--- config.mk ---
export PLATFORM = sky130hd
export DESIGN_NAME = cih_handler
export DESIGN_NICKNAME = d
export VERILOG_FILES = /design/src/common/cih_pkg.sv /design/src/logic/cih_glitch_filter.sv /design/src/logic/cih_src_merge.sv /design/src/logic/cih_handler.sv
export SDC_FILE = /design/constraint.sdc
export NUM_CORES = 1
export LEC_CHECK = 0
export BUFFER_PORTS_ARGS = -buffer_cell sky130_fd_sc_hd__buf_2
export CORE_AREA = 2 2 145 147
export CTS_CLUSTER_SIZE = 20
export DETAILED_ROUTE_END_ITERATION = 6
export DIE_AREA = 0 0 147 149
export PLACE_DENSITY = 0.65
export RECOVER_POWER = 100
export SYNTH_ARGS = -nofsm -noshare
export SYNTH_HDL_FRONTEND = slang
export SYNTH_HIERARCHICAL = 1
export SYNTH_SLANG_ARGS = --single-unit
--- constraint.sdc ---
create_clock -name pclk -period 4.8 [get_ports pclk]
set_input_delay 0.96 -clock pclk [delete_from_list [all_inputs] [get_ports pclk]]
set_output_delay 0.96 -clock pclk [all_outputs]
set_load 0.01 [all_outputs]
--- src/common/cih_pkg.sv ---
// Constants and types shared by the interrupt handler files
package cih_pkg;
    // ---------------------------------------------------------------
    // Register byte offsets
    // ---------------------------------------------------------------
    localparam logic [7:0] CIH_OFF_IV   = 8'h00;
    localparam logic [7:0] CIH_OFF_IMR  = 8'h04;
    localparam logic [7:0] CIH_OFF_IIR  = 8'h08;
    localparam logic [7:0] CIH_OFF_M5ID = 8'h0C;
    localparam logic [7:0] CIH_OFF_CTRL = 8'h10;
    localparam logic [7:0] CIH_OFF_STAT = 8'h14;
    localparam logic [7:0] CIH_OFF_MASK = 8'h18;
    // ---------------------------------------------------------------
    // Field positions and reset values
    // ---------------------------------------------------------------
    localparam int CIH_CTRL_GE_BIT  = 0;
    localparam int CIH_CTRL_INS_BIT = 1;
    localparam int CIH_EV_ENTRY     = 0;
    localparam int CIH_EV_RETURN    = 1;
    localparam int CIH_EV_DEFER     = 2;
    localparam int CIH_EV_W         = 3;
    localparam int CIH_M5_SPI_BIT   = 0;
    localparam int CIH_M5_FC_BIT    = 1;
    localparam int CIH_M5_MOD       = 5;
    localparam int CIH_EXT_MOD      = 1;
    localparam logic [15:0] CIH_IV_RST   = 16'h0000;
    localparam logic [15:0] CIH_CTRL_RST = 16'h0000;
    // ---------------------------------------------------------------
    // Timing
    // ---------------------------------------------------------------
    localparam int CIH_FILT_CYCLES = 3;
    // ---------------------------------------------------------------
    // Handler sequence states
    // ---------------------------------------------------------------
    typedef enum logic [1:0] {
        CIH_ST_IDLE  = 2'b00,
        CIH_ST_STALL = 2'b01,
        CIH_ST_HOLD  = 2'b10,
        CIH_ST_SERVE = 2'b11
    } cih_state_t;
endpackage

--- src/logic/cih_glitch_filter.sv ---
// Synchroniser and sampling glitch filter for one asynchronous request
`timescale 1ns/1ps
module cih_glitch_filter
    import cih_pkg::*;
#(
    parameter int LEN = CIH_FILT_CYCLES
) (
    // Clock and reset
    input  wire logic pclk,
    input  wire logic presetn,
    // Request
    input  wire logic async_in,
    input  wire logic stop_mode,
    output logic      filt_out
);
    initial begin
        if (LEN < 2) $error("cih_glitch_filter: LEN must be at least 2");
    end

    logic           meta_ff;
    logic           sync_ff;
    logic [LEN-1:0] hist_ff;
    logic           filt_ff;

    always_ff @(posedge pclk or negedge presetn) begin
        if (!presetn) begin
            meta_ff <= 1'b0;
            sync_ff <= 1'b0;
        end else begin
            meta_ff <= async_in;
            sync_ff <= meta_ff;
        end
    end

    // Output changes only after LEN equal samples, so shorter pulses vanish
    always_ff @(posedge pclk or negedge presetn) begin
        if (!presetn) begin
            hist_ff <= '0;
            filt_ff <= 1'b0;
        end else begin
            hist_ff <= {hist_ff[LEN-2:0], sync_ff};
            if (&hist_ff)
                filt_ff <= 1'b1;
            else if (~|hist_ff)
                filt_ff <= 1'b0;
        end
    end

    // In stop mode the clock-based filter is bypassed
    assign filt_out = stop_mode ? sync_ff : filt_ff;
endmodule // cih_glitch_filter

--- src/logic/cih_src_merge.sv ---
// Combines flag and enable pairs of one function into one request bit
`timescale 1ns/1ps
module cih_src_merge #(
    parameter int N = 4
) (
    // Function flags and their enables
    input  wire logic [N-1:0] flags,
    input  wire logic [N-1:0] enables,
    // Combined request
    output logic              req
);
    initial begin
        if (N < 1) $error("cih_src_merge: N must be at least 1");
    end

    assign req = |(flags & enables);
endmodule // cih_src_merge

--- src/logic/cih_handler.sv ---
// Interrupt handler: request merge, call and return sequences, APB registers
//
// Implementation choices: the register addresses and the APB slave port.
`timescale 1ns/1ps
module cih_handler
    import cih_pkg::*;
#(
    parameter int NUM_MOD = 6,
    parameter int SRC_W   = 8,
    parameter int EXT_W   = 7,
    parameter int SPI_W   = 4,
    parameter int FC_W    = 32
) (
    // Clock and reset
    input  wire logic               pclk,
    input  wire logic               presetn,
    // APB slave
    input  wire logic               psel,
    input  wire logic               penable,
    input  wire logic               pwrite,
    input  wire logic [7:0]         paddr,
    input  wire logic [31:0]        pwdata,
    output logic [31:0]             prdata,
    output logic                    pready,
    output logic                    pslverr,
    // Synchronous peripheral sources
    input  wire logic [NUM_MOD*SRC_W-1:0] sync_flags,
    input  wire logic [NUM_MOD*SRC_W-1:0] sync_enables,
    // Asynchronous external pins, belonging to the external module
    input  wire logic [EXT_W-1:0]   ext_irq_pin,
    input  wire logic [EXT_W-1:0]   ext_irq_en,
    input  wire logic               stop_mode,
    // Module 5 functions
    input  wire logic [SPI_W-1:0]   spi_master_flags,
    input  wire logic [SPI_W-1:0]   spi_master_en,
    input  wire logic [FC_W-1:0]    fast_comparator_flags,
    input  wire logic [FC_W-1:0]    fast_comparator_en,
    // CPU execution status
    input  wire logic               cpu_prefix_write,
    input  wire logic [15:0]        cpu_prefix_data,
    input  wire logic               return_from_interrupt,
    input  wire logic [15:0]        cpu_next_ip,
    input  wire logic [15:0]        stack_top,
    // CPU takeover
    output logic                    irq_ack,
    output logic                    fetch_cancel,
    output logic                    stack_push,
    output logic [15:0]             stack_push_data,
    output logic                    stack_pop,
    output logic                    ip_load,
    output logic [15:0]             ip_load_value,
    output logic                    in_service_flag,
    output logic [15:0]             prefix_register,
    output logic                    prefix_valid,
    // Interrupt to system
    output logic                    irq
);
    initial begin
        if (NUM_MOD <= CIH_M5_MOD) $error("cih_handler: NUM_MOD must exceed 5");
        if (NUM_MOD > 16) $error("cih_handler: NUM_MOD must not exceed 16");
    end

    // ---------------------------------------------------------------
    // Source merging
    // ---------------------------------------------------------------
    logic [NUM_MOD-1:0] sync_req;
    logic [EXT_W-1:0]   ext_filt;
    logic               ext_req;
    logic               m5_spi;
    logic               m5_fc;
    logic [NUM_MOD-1:0] module_req;
    logic [15:0]        module5_irq_source_id;

    // Internal flags reach the handler without any sampling stage
    genvar gi;
    generate
        for (gi = 0; gi < NUM_MOD; gi++) begin : g_mod
            cih_src_merge #(.N(SRC_W)) u_merge (
                .flags   (sync_flags[gi*SRC_W +: SRC_W]),
                .enables (sync_enables[gi*SRC_W +: SRC_W]),
                .req     (sync_req[gi])
            );
        end
        for (gi = 0; gi < EXT_W; gi++) begin : g_ext
            cih_glitch_filter #(.LEN(CIH_FILT_CYCLES)) u_filt (
                .pclk      (pclk),
                .presetn   (presetn),
                .async_in  (ext_irq_pin[gi]),
                .stop_mode (stop_mode),
                .filt_out  (ext_filt[gi])
            );
        end
    endgenerate

    cih_src_merge #(.N(EXT_W)) u_ext_merge (
        .flags   (ext_filt),
        .enables (ext_irq_en),
        .req     (ext_req)
    );
    cih_src_merge #(.N(SPI_W)) u_spi_merge (
        .flags   (spi_master_flags),
        .enables (spi_master_en),
        .req     (m5_spi)
    );
    cih_src_merge #(.N(FC_W)) u_fc_merge (
        .flags   (fast_comparator_flags),
        .enables (fast_comparator_en),
        .req     (m5_fc)
    );

    always_comb begin
        module5_irq_source_id                 = 16'h0000;
        module5_irq_source_id[CIH_M5_SPI_BIT] = m5_spi;
        module5_irq_source_id[CIH_M5_FC_BIT]  = m5_fc;
    end

    // One request line per module, whatever its mix of sources
    always_comb begin
        module_req              = sync_req;
        module_req[CIH_EXT_MOD] = sync_req[CIH_EXT_MOD] | ext_req;
        module_req[CIH_M5_MOD]  = sync_req[CIH_M5_MOD] | m5_spi | m5_fc;
    end

    // ---------------------------------------------------------------
    // Registers
    // ---------------------------------------------------------------
    logic [15:0]          iv_ff;
    logic [NUM_MOD-1:0]   imr_ff;
    logic                 global_en_ff;
    logic                 ins_ff;
    logic [CIH_EV_W-1:0]  stat_ff;
    logic [CIH_EV_W-1:0]  mask_ff;
    logic [31:0]          rdata_ff;
    logic                 ret_load_ff;
    logic                 win_ff;
    logic [15:0]          pfx_ff;
    logic [15:0]          push_data_ff;
    logic [15:0]          ip_value_ff;
    cih_state_t           state_ff;
    cih_state_t           nxt_state;

    logic                 wr_en;
    logic                 rd_en;
    logic                 setup_rd;
    logic                 addr_ok;
    logic                 req_ok;
    logic [CIH_EV_W-1:0]  ev;

    assign wr_en    = psel & penable & pwrite;
    assign rd_en    = psel & penable & ~pwrite;
    assign setup_rd = psel & ~penable & ~pwrite;
    assign addr_ok  = (paddr == CIH_OFF_IV)   || (paddr == CIH_OFF_IMR)
                   || (paddr == CIH_OFF_IIR)  || (paddr == CIH_OFF_M5ID)
                   || (paddr == CIH_OFF_CTRL) || (paddr == CIH_OFF_STAT)
                   || (paddr == CIH_OFF_MASK);

    // Zero wait states; unmapped addresses answer with an error
    assign pready  = 1'b1;
    assign pslverr = psel & penable & ~addr_ok;
    assign prdata  = rdata_ff;

    always_ff @(posedge pclk or negedge presetn) begin
        if (!presetn) begin
            iv_ff        <= CIH_IV_RST;
            imr_ff       <= '0;
            global_en_ff <= CIH_CTRL_RST[CIH_CTRL_GE_BIT];
            mask_ff      <= '0;
        end else if (wr_en) begin
            if (paddr == CIH_OFF_IV)
                iv_ff <= pwdata[15:0];
            if (paddr == CIH_OFF_IMR)
                imr_ff <= pwdata[NUM_MOD-1:0];
            if (paddr == CIH_OFF_CTRL)
                global_en_ff <= pwdata[CIH_CTRL_GE_BIT];
            if (paddr == CIH_OFF_MASK)
                mask_ff <= pwdata[CIH_EV_W-1:0];
        end
    end

    // Read data is captured in the setup cycle so it comes from a flop
    always_ff @(posedge pclk or negedge presetn) begin
        if (!presetn) begin
            rdata_ff <= 32'h0000_0000;
        end else if (setup_rd) begin
            rdata_ff <= 32'h0000_0000;
            unique case (paddr)
                CIH_OFF_IV:   rdata_ff[15:0]         <= iv_ff;
                CIH_OFF_IMR:  rdata_ff[NUM_MOD-1:0]  <= imr_ff;
                CIH_OFF_IIR:  rdata_ff[NUM_MOD-1:0]  <= module_req;
                CIH_OFF_M5ID: rdata_ff[15:0]         <= module5_irq_source_id;
                CIH_OFF_CTRL: rdata_ff[1:0]          <= {ins_ff, global_en_ff};
                CIH_OFF_STAT: rdata_ff[CIH_EV_W-1:0] <= stat_ff | ev;
                CIH_OFF_MASK: rdata_ff[CIH_EV_W-1:0] <= mask_ff;
                default:      rdata_ff               <= 32'h0000_0000;
            endcase
        end
    end

    // ---------------------------------------------------------------
    // Exception window and prefix
    // ---------------------------------------------------------------
    // The prefix lives one cycle only, so the consumer must follow at once
    always_ff @(posedge pclk or negedge presetn) begin
        if (!presetn) begin
            win_ff <= 1'b0;
            pfx_ff <= 16'h0000;
        end else begin
            win_ff <= cpu_prefix_write;
            pfx_ff <= cpu_prefix_write ? cpu_prefix_data : 16'h0000;
        end
    end

    assign prefix_register = pfx_ff;
    assign prefix_valid    = win_ff;

    // ---------------------------------------------------------------
    // Call sequence
    // ---------------------------------------------------------------
    // No priority encoder: any unmasked module request is enough
    assign req_ok = global_en_ff & ~ins_ff & |(module_req & imr_ff);

    always_comb begin
        nxt_state = state_ff;
        unique case (state_ff)
            CIH_ST_IDLE: begin
                // Window cycle and return cycle both refuse acknowledgement
                if (req_ok && !win_ff && !return_from_interrupt)
                    nxt_state = CIH_ST_STALL;
            end
            CIH_ST_STALL: begin
                // Current instruction completes here; it may use the stack
                if (cpu_prefix_write || return_from_interrupt)
                    nxt_state = CIH_ST_HOLD;
                else
                    nxt_state = CIH_ST_SERVE;
            end
            CIH_ST_HOLD: nxt_state = CIH_ST_SERVE;
            CIH_ST_SERVE: nxt_state = CIH_ST_IDLE;
        endcase
    end

    always_ff @(posedge pclk or negedge presetn) begin
        if (!presetn)
            state_ff <= CIH_ST_IDLE;
        else
            state_ff <= nxt_state;
    end

    assign irq_ack      = (state_ff == CIH_ST_IDLE) && (nxt_state == CIH_ST_STALL);
    assign fetch_cancel = (state_ff == CIH_ST_SERVE);
    assign stack_push   = (state_ff == CIH_ST_SERVE);
    assign stack_pop    = return_from_interrupt;
    assign ip_load      = (state_ff == CIH_ST_SERVE) | ret_load_ff;
    assign stack_push_data = push_data_ff;
    assign ip_load_value   = ip_value_ff;

    // Return address and target captured the cycle before the takeover
    always_ff @(posedge pclk or negedge presetn) begin
        if (!presetn) begin
            push_data_ff <= 16'h0000;
            ip_value_ff  <= 16'h0000;
            ret_load_ff  <= 1'b0;
        end else begin
            ret_load_ff <= return_from_interrupt;
            if (nxt_state == CIH_ST_SERVE) begin
                push_data_ff <= cpu_next_ip;
                ip_value_ff  <= iv_ff;
            end else if (return_from_interrupt) begin
                ip_value_ff <= stack_top;
            end
        end
    end

    // Hardware set wins over a return or a software clear in the same cycle
    always_ff @(posedge pclk or negedge presetn) begin
        if (!presetn)
            ins_ff <= 1'b0;
        else if (state_ff == CIH_ST_SERVE)
            ins_ff <= 1'b1;
        else if (return_from_interrupt)
            ins_ff <= 1'b0;
        else if (wr_en && paddr == CIH_OFF_CTRL && !pwdata[CIH_CTRL_INS_BIT])
            ins_ff <= 1'b0;
    end

    assign in_service_flag = ins_ff;

    // ---------------------------------------------------------------
    // Event status and interrupt output
    // ---------------------------------------------------------------
    always_comb begin
        ev                = '0;
        ev[CIH_EV_ENTRY]  = (state_ff == CIH_ST_SERVE);
        ev[CIH_EV_RETURN] = return_from_interrupt;
        ev[CIH_EV_DEFER]  = (state_ff == CIH_ST_IDLE) && req_ok && win_ff;
    end

    // A read clears the status, but an event in that cycle survives
    always_ff @(posedge pclk or negedge presetn) begin
        if (!presetn)
            stat_ff <= '0;
        else if (rd_en && paddr == CIH_OFF_STAT)
            stat_ff <= ev;
        else
            stat_ff <= stat_ff | ev;
    end

    assign irq = |(stat_ff & mask_ff);
endmodule // cih_handler

==> run metrics <==
final layout net count=1202; DRC violation total after the first TritonRoute iteration=392; clock skew=12.12 ps; post-layout min period=4341 ps; run status=finished with violations; CTS Sinks=140; total congestion overflow=0; number of hold buffers added after CTS=0; fraction of registers with async set/reset=1.000; global-route wire length before repair=35.02 mm; number of setup buffers added after CTS=0; floorplan die width=147 um; fraction of layout instances using a drive strength above 1=0.3837; worst setup slack for register-to-register paths=1440 ps; highest clock rate=230.4 MHz; top post-synthesis cells by area=dfrtp_1 51%, mux2_2 7.4%, a22oi_1 7.0%; DRC Markers=0; remaining max-slew budget at the tightest pin=-1.095; internal power contribution=2.611 mW; Core Box Area=20560 um2; initial antenna violation count=1; leading post-synthesis cells by instance count=140 x dfrtp_1, 64 x a22oi_1, 45 x mux2_2, 29 x nand4_1, 22 x o21ai_0; number of levels in the clock H-tree=4; worst voltage drop across the vdd grid=0.2955 mV; total I/O pin count=368; total die area=21900 um2; final hold slack=344.9 ps; share of the synthesized area in the top cell type=0.5110; average via count per standard cell=5.286; total via count in the routed design=6386; Routability Congestion=0.8728; TritonCTS clock tree=yes; part of the total power dissipated in combinational logic=0.323; share of the cycle needed by the critical path after routing=0.9044; clock tree root buffer cell=clkbuf_16; Inserted Diodes=0; fraction of the yosys area taken by sequential cells=0.5110; initial cell density of the core=0.3335; fraction of power spent switching nets=0.3598; input/output buffers=334; cell count after synthesis=599; Clk pwr share=0.306; Worst-Margin Slew=3142 ps; Worst-path clk slew=60 ps; static leakage power=4.214 nW; routed wirelength normalized by instance count=18.84 um; post-synthesis cell type count=58; worst min-delay path category=flop to flop; Register Area=3503 um2; count leader, synth=dfrtp_1; Setup Crit Path Kind=input port to output pin; power per cell area=446.9 nW/um2; Site Rows=53; largest net degree at the start of global routing=71; prevailing post-synth register cell=dfrtp_1; violated checks=capacitance limit, slew limit; Inserted Clock Buffers=17; number of synthesized register bits=140; detailed-route wire length=22.75 mm; Die H=149 um; post-route core utilization=0.4440; Worst-Skew Late Latency=420 ps; fill cell count=2013; total count of hold-check failures in the final report=0; Syn-to-layout area delta=33.14%; multi-input gate area in the final layout=3040 um2; setup repair after global routing missed its margin=no; gr usage total=0.2065; final number of max-transition violations=156; startpoint kind of the worst setup timing path=input port; Reg power frac=0.371; number of enable flip-flop cells after synthesis=0; Crit. End Element=output pin; final antenna-violating net count=0; highest fanout seen on the critical path=7; sum of negative setup slack=0 ps; total chip power=4.079 mW; Worst Path Required=3840 ps; switching pwr=1.467 mW; count of maximum capacitance violations=5; area of the mapped netlist=6855 um2; final setup fails=0; largest area contributor in the synthesized netlist=dfrtp_1; Pre-antenna DRT Iters=5; via count of the first global-routing pass=6311; detailed-placement wirelength estimate=16.72 mm; Yosys warnings=6; Post-CTS Resized=0; Avg Inst Size Synth=11.44 um2; maximum number of buffers from clock root to sink=2; Critical Path AT=3380 ps
worst paths after layout:
check                                        start                       to  cells after the start
min reg2reg                g_ext[2].u_filt/meta_ff  g_ext[2].u_filt/sync_ff                      0
max reg2reg                g_ext[0].u_filt/filt_ff         ip_load_value[1]                      8
min in group asynchronous                  presetn  g_ext[0].u_filt/filt_ff                      1
min                        g_ext[2].u_filt/meta_ff  g_ext[2].u_filt/sync_ff                      0
max in group asynchronous                  presetn  g_ext[2].u_filt/meta_ff                      2
max                                      stop_mode                  irq_ack                      9
layer usage:
| metal | wire, um | vias to the layer above | global-route usage |
|---|---|---|---|
| li1 | - | 2958 | - |
| met1 | 10380 | 3142 | 0.2834 |
| met2 | 10570 | 264 | 0.3270 |
| met3 | 1515 | 20 | 0.05199 |
| met4 | 278 | 2 | 0.05721 |
| met5 | 13 | - | 0 |
cell type report:
cell class / instances / area share
Multi-Input combinational cell: 407 / 0.3331
Sequential cell: 140 / 0.3838
Clock buffer: 17 / 0.04661
Clock inverter: 15 / 0.01453
Tap cell: 275 / 0.03770
Timing Repair Buffer: 342 / 0.1793
Inverter: 12 / 0.004935
cell usage in the layout, fill, tap and decap left out, types with 18 or more instances in the layout:
cell,Yosys,routed
buf_2,10,256
clkbuf_1,21,78
nand3_1,18,18
mux2_2,45,45
a22oi_1,64,64
nor3b_1,18,18
o21ai_0,22,22
nand4_1,29,29
dfrtp_1,140,140
o211ai_1,20,20
registers in the layout (all words and copies together) (netlist names), 2 cells and up:
name,cells
mask_ff,3
g_ext.u_filt/filt_ff,7
state_ff,2
g_ext.u_filt/hist_ff,21
g_ext.u_filt/sync_ff,7
ip_load_value,16
g_ext.u_filt/meta_ff,7
stat_ff,3
iv_ff,16
prefix_register,16
imr_ff,6
prdata,16
stack_push_data,16
logic make-up after synthesis:
logic type | Yosys count | synth area share
mux | 58 | 0.09801
compound gates | 183 | 0.1957
other cells | 2 | 0.001095
simple gates | 145 | 0.1374
fa+ha+maj | 4 | 0.007301
buf+inv | 67 | 0.04946
flops | 140 | 0.5110
critical path, stage by stage:
cell and delay (ps):
clkbuf_1 400, mux2_1 380, a222oi_1 430, nand3_1 130, nor2_1 350, nor3b_1 130, o21ai_0 320, a21oi_1 120
clkbuf_1 150
metrics by stage:
stage                     worst slack [ps]  cells  cell area [um2]
after global routing                 270.2   1208             9128
after global placement               629.6   1176             8720
final                                459.0   1208             9128
after CTS                            671.7   1208             9278
after floorplan                       1162    614             6912
after detailed placement             682.3   1176             8720
power by group through the flow:
stage	clock network, mW	logic, mW	registers [mW]
after floorplan	0	0.798	1.58
final	1.25	1.32	1.51
after detailed placement	0	1.38	1.52
after CTS	1.28	1.38	1.51
after global routing	1.34	1.46	1.54
after global placement	0	1.35	1.52
(Power assumes the default switching activity.)
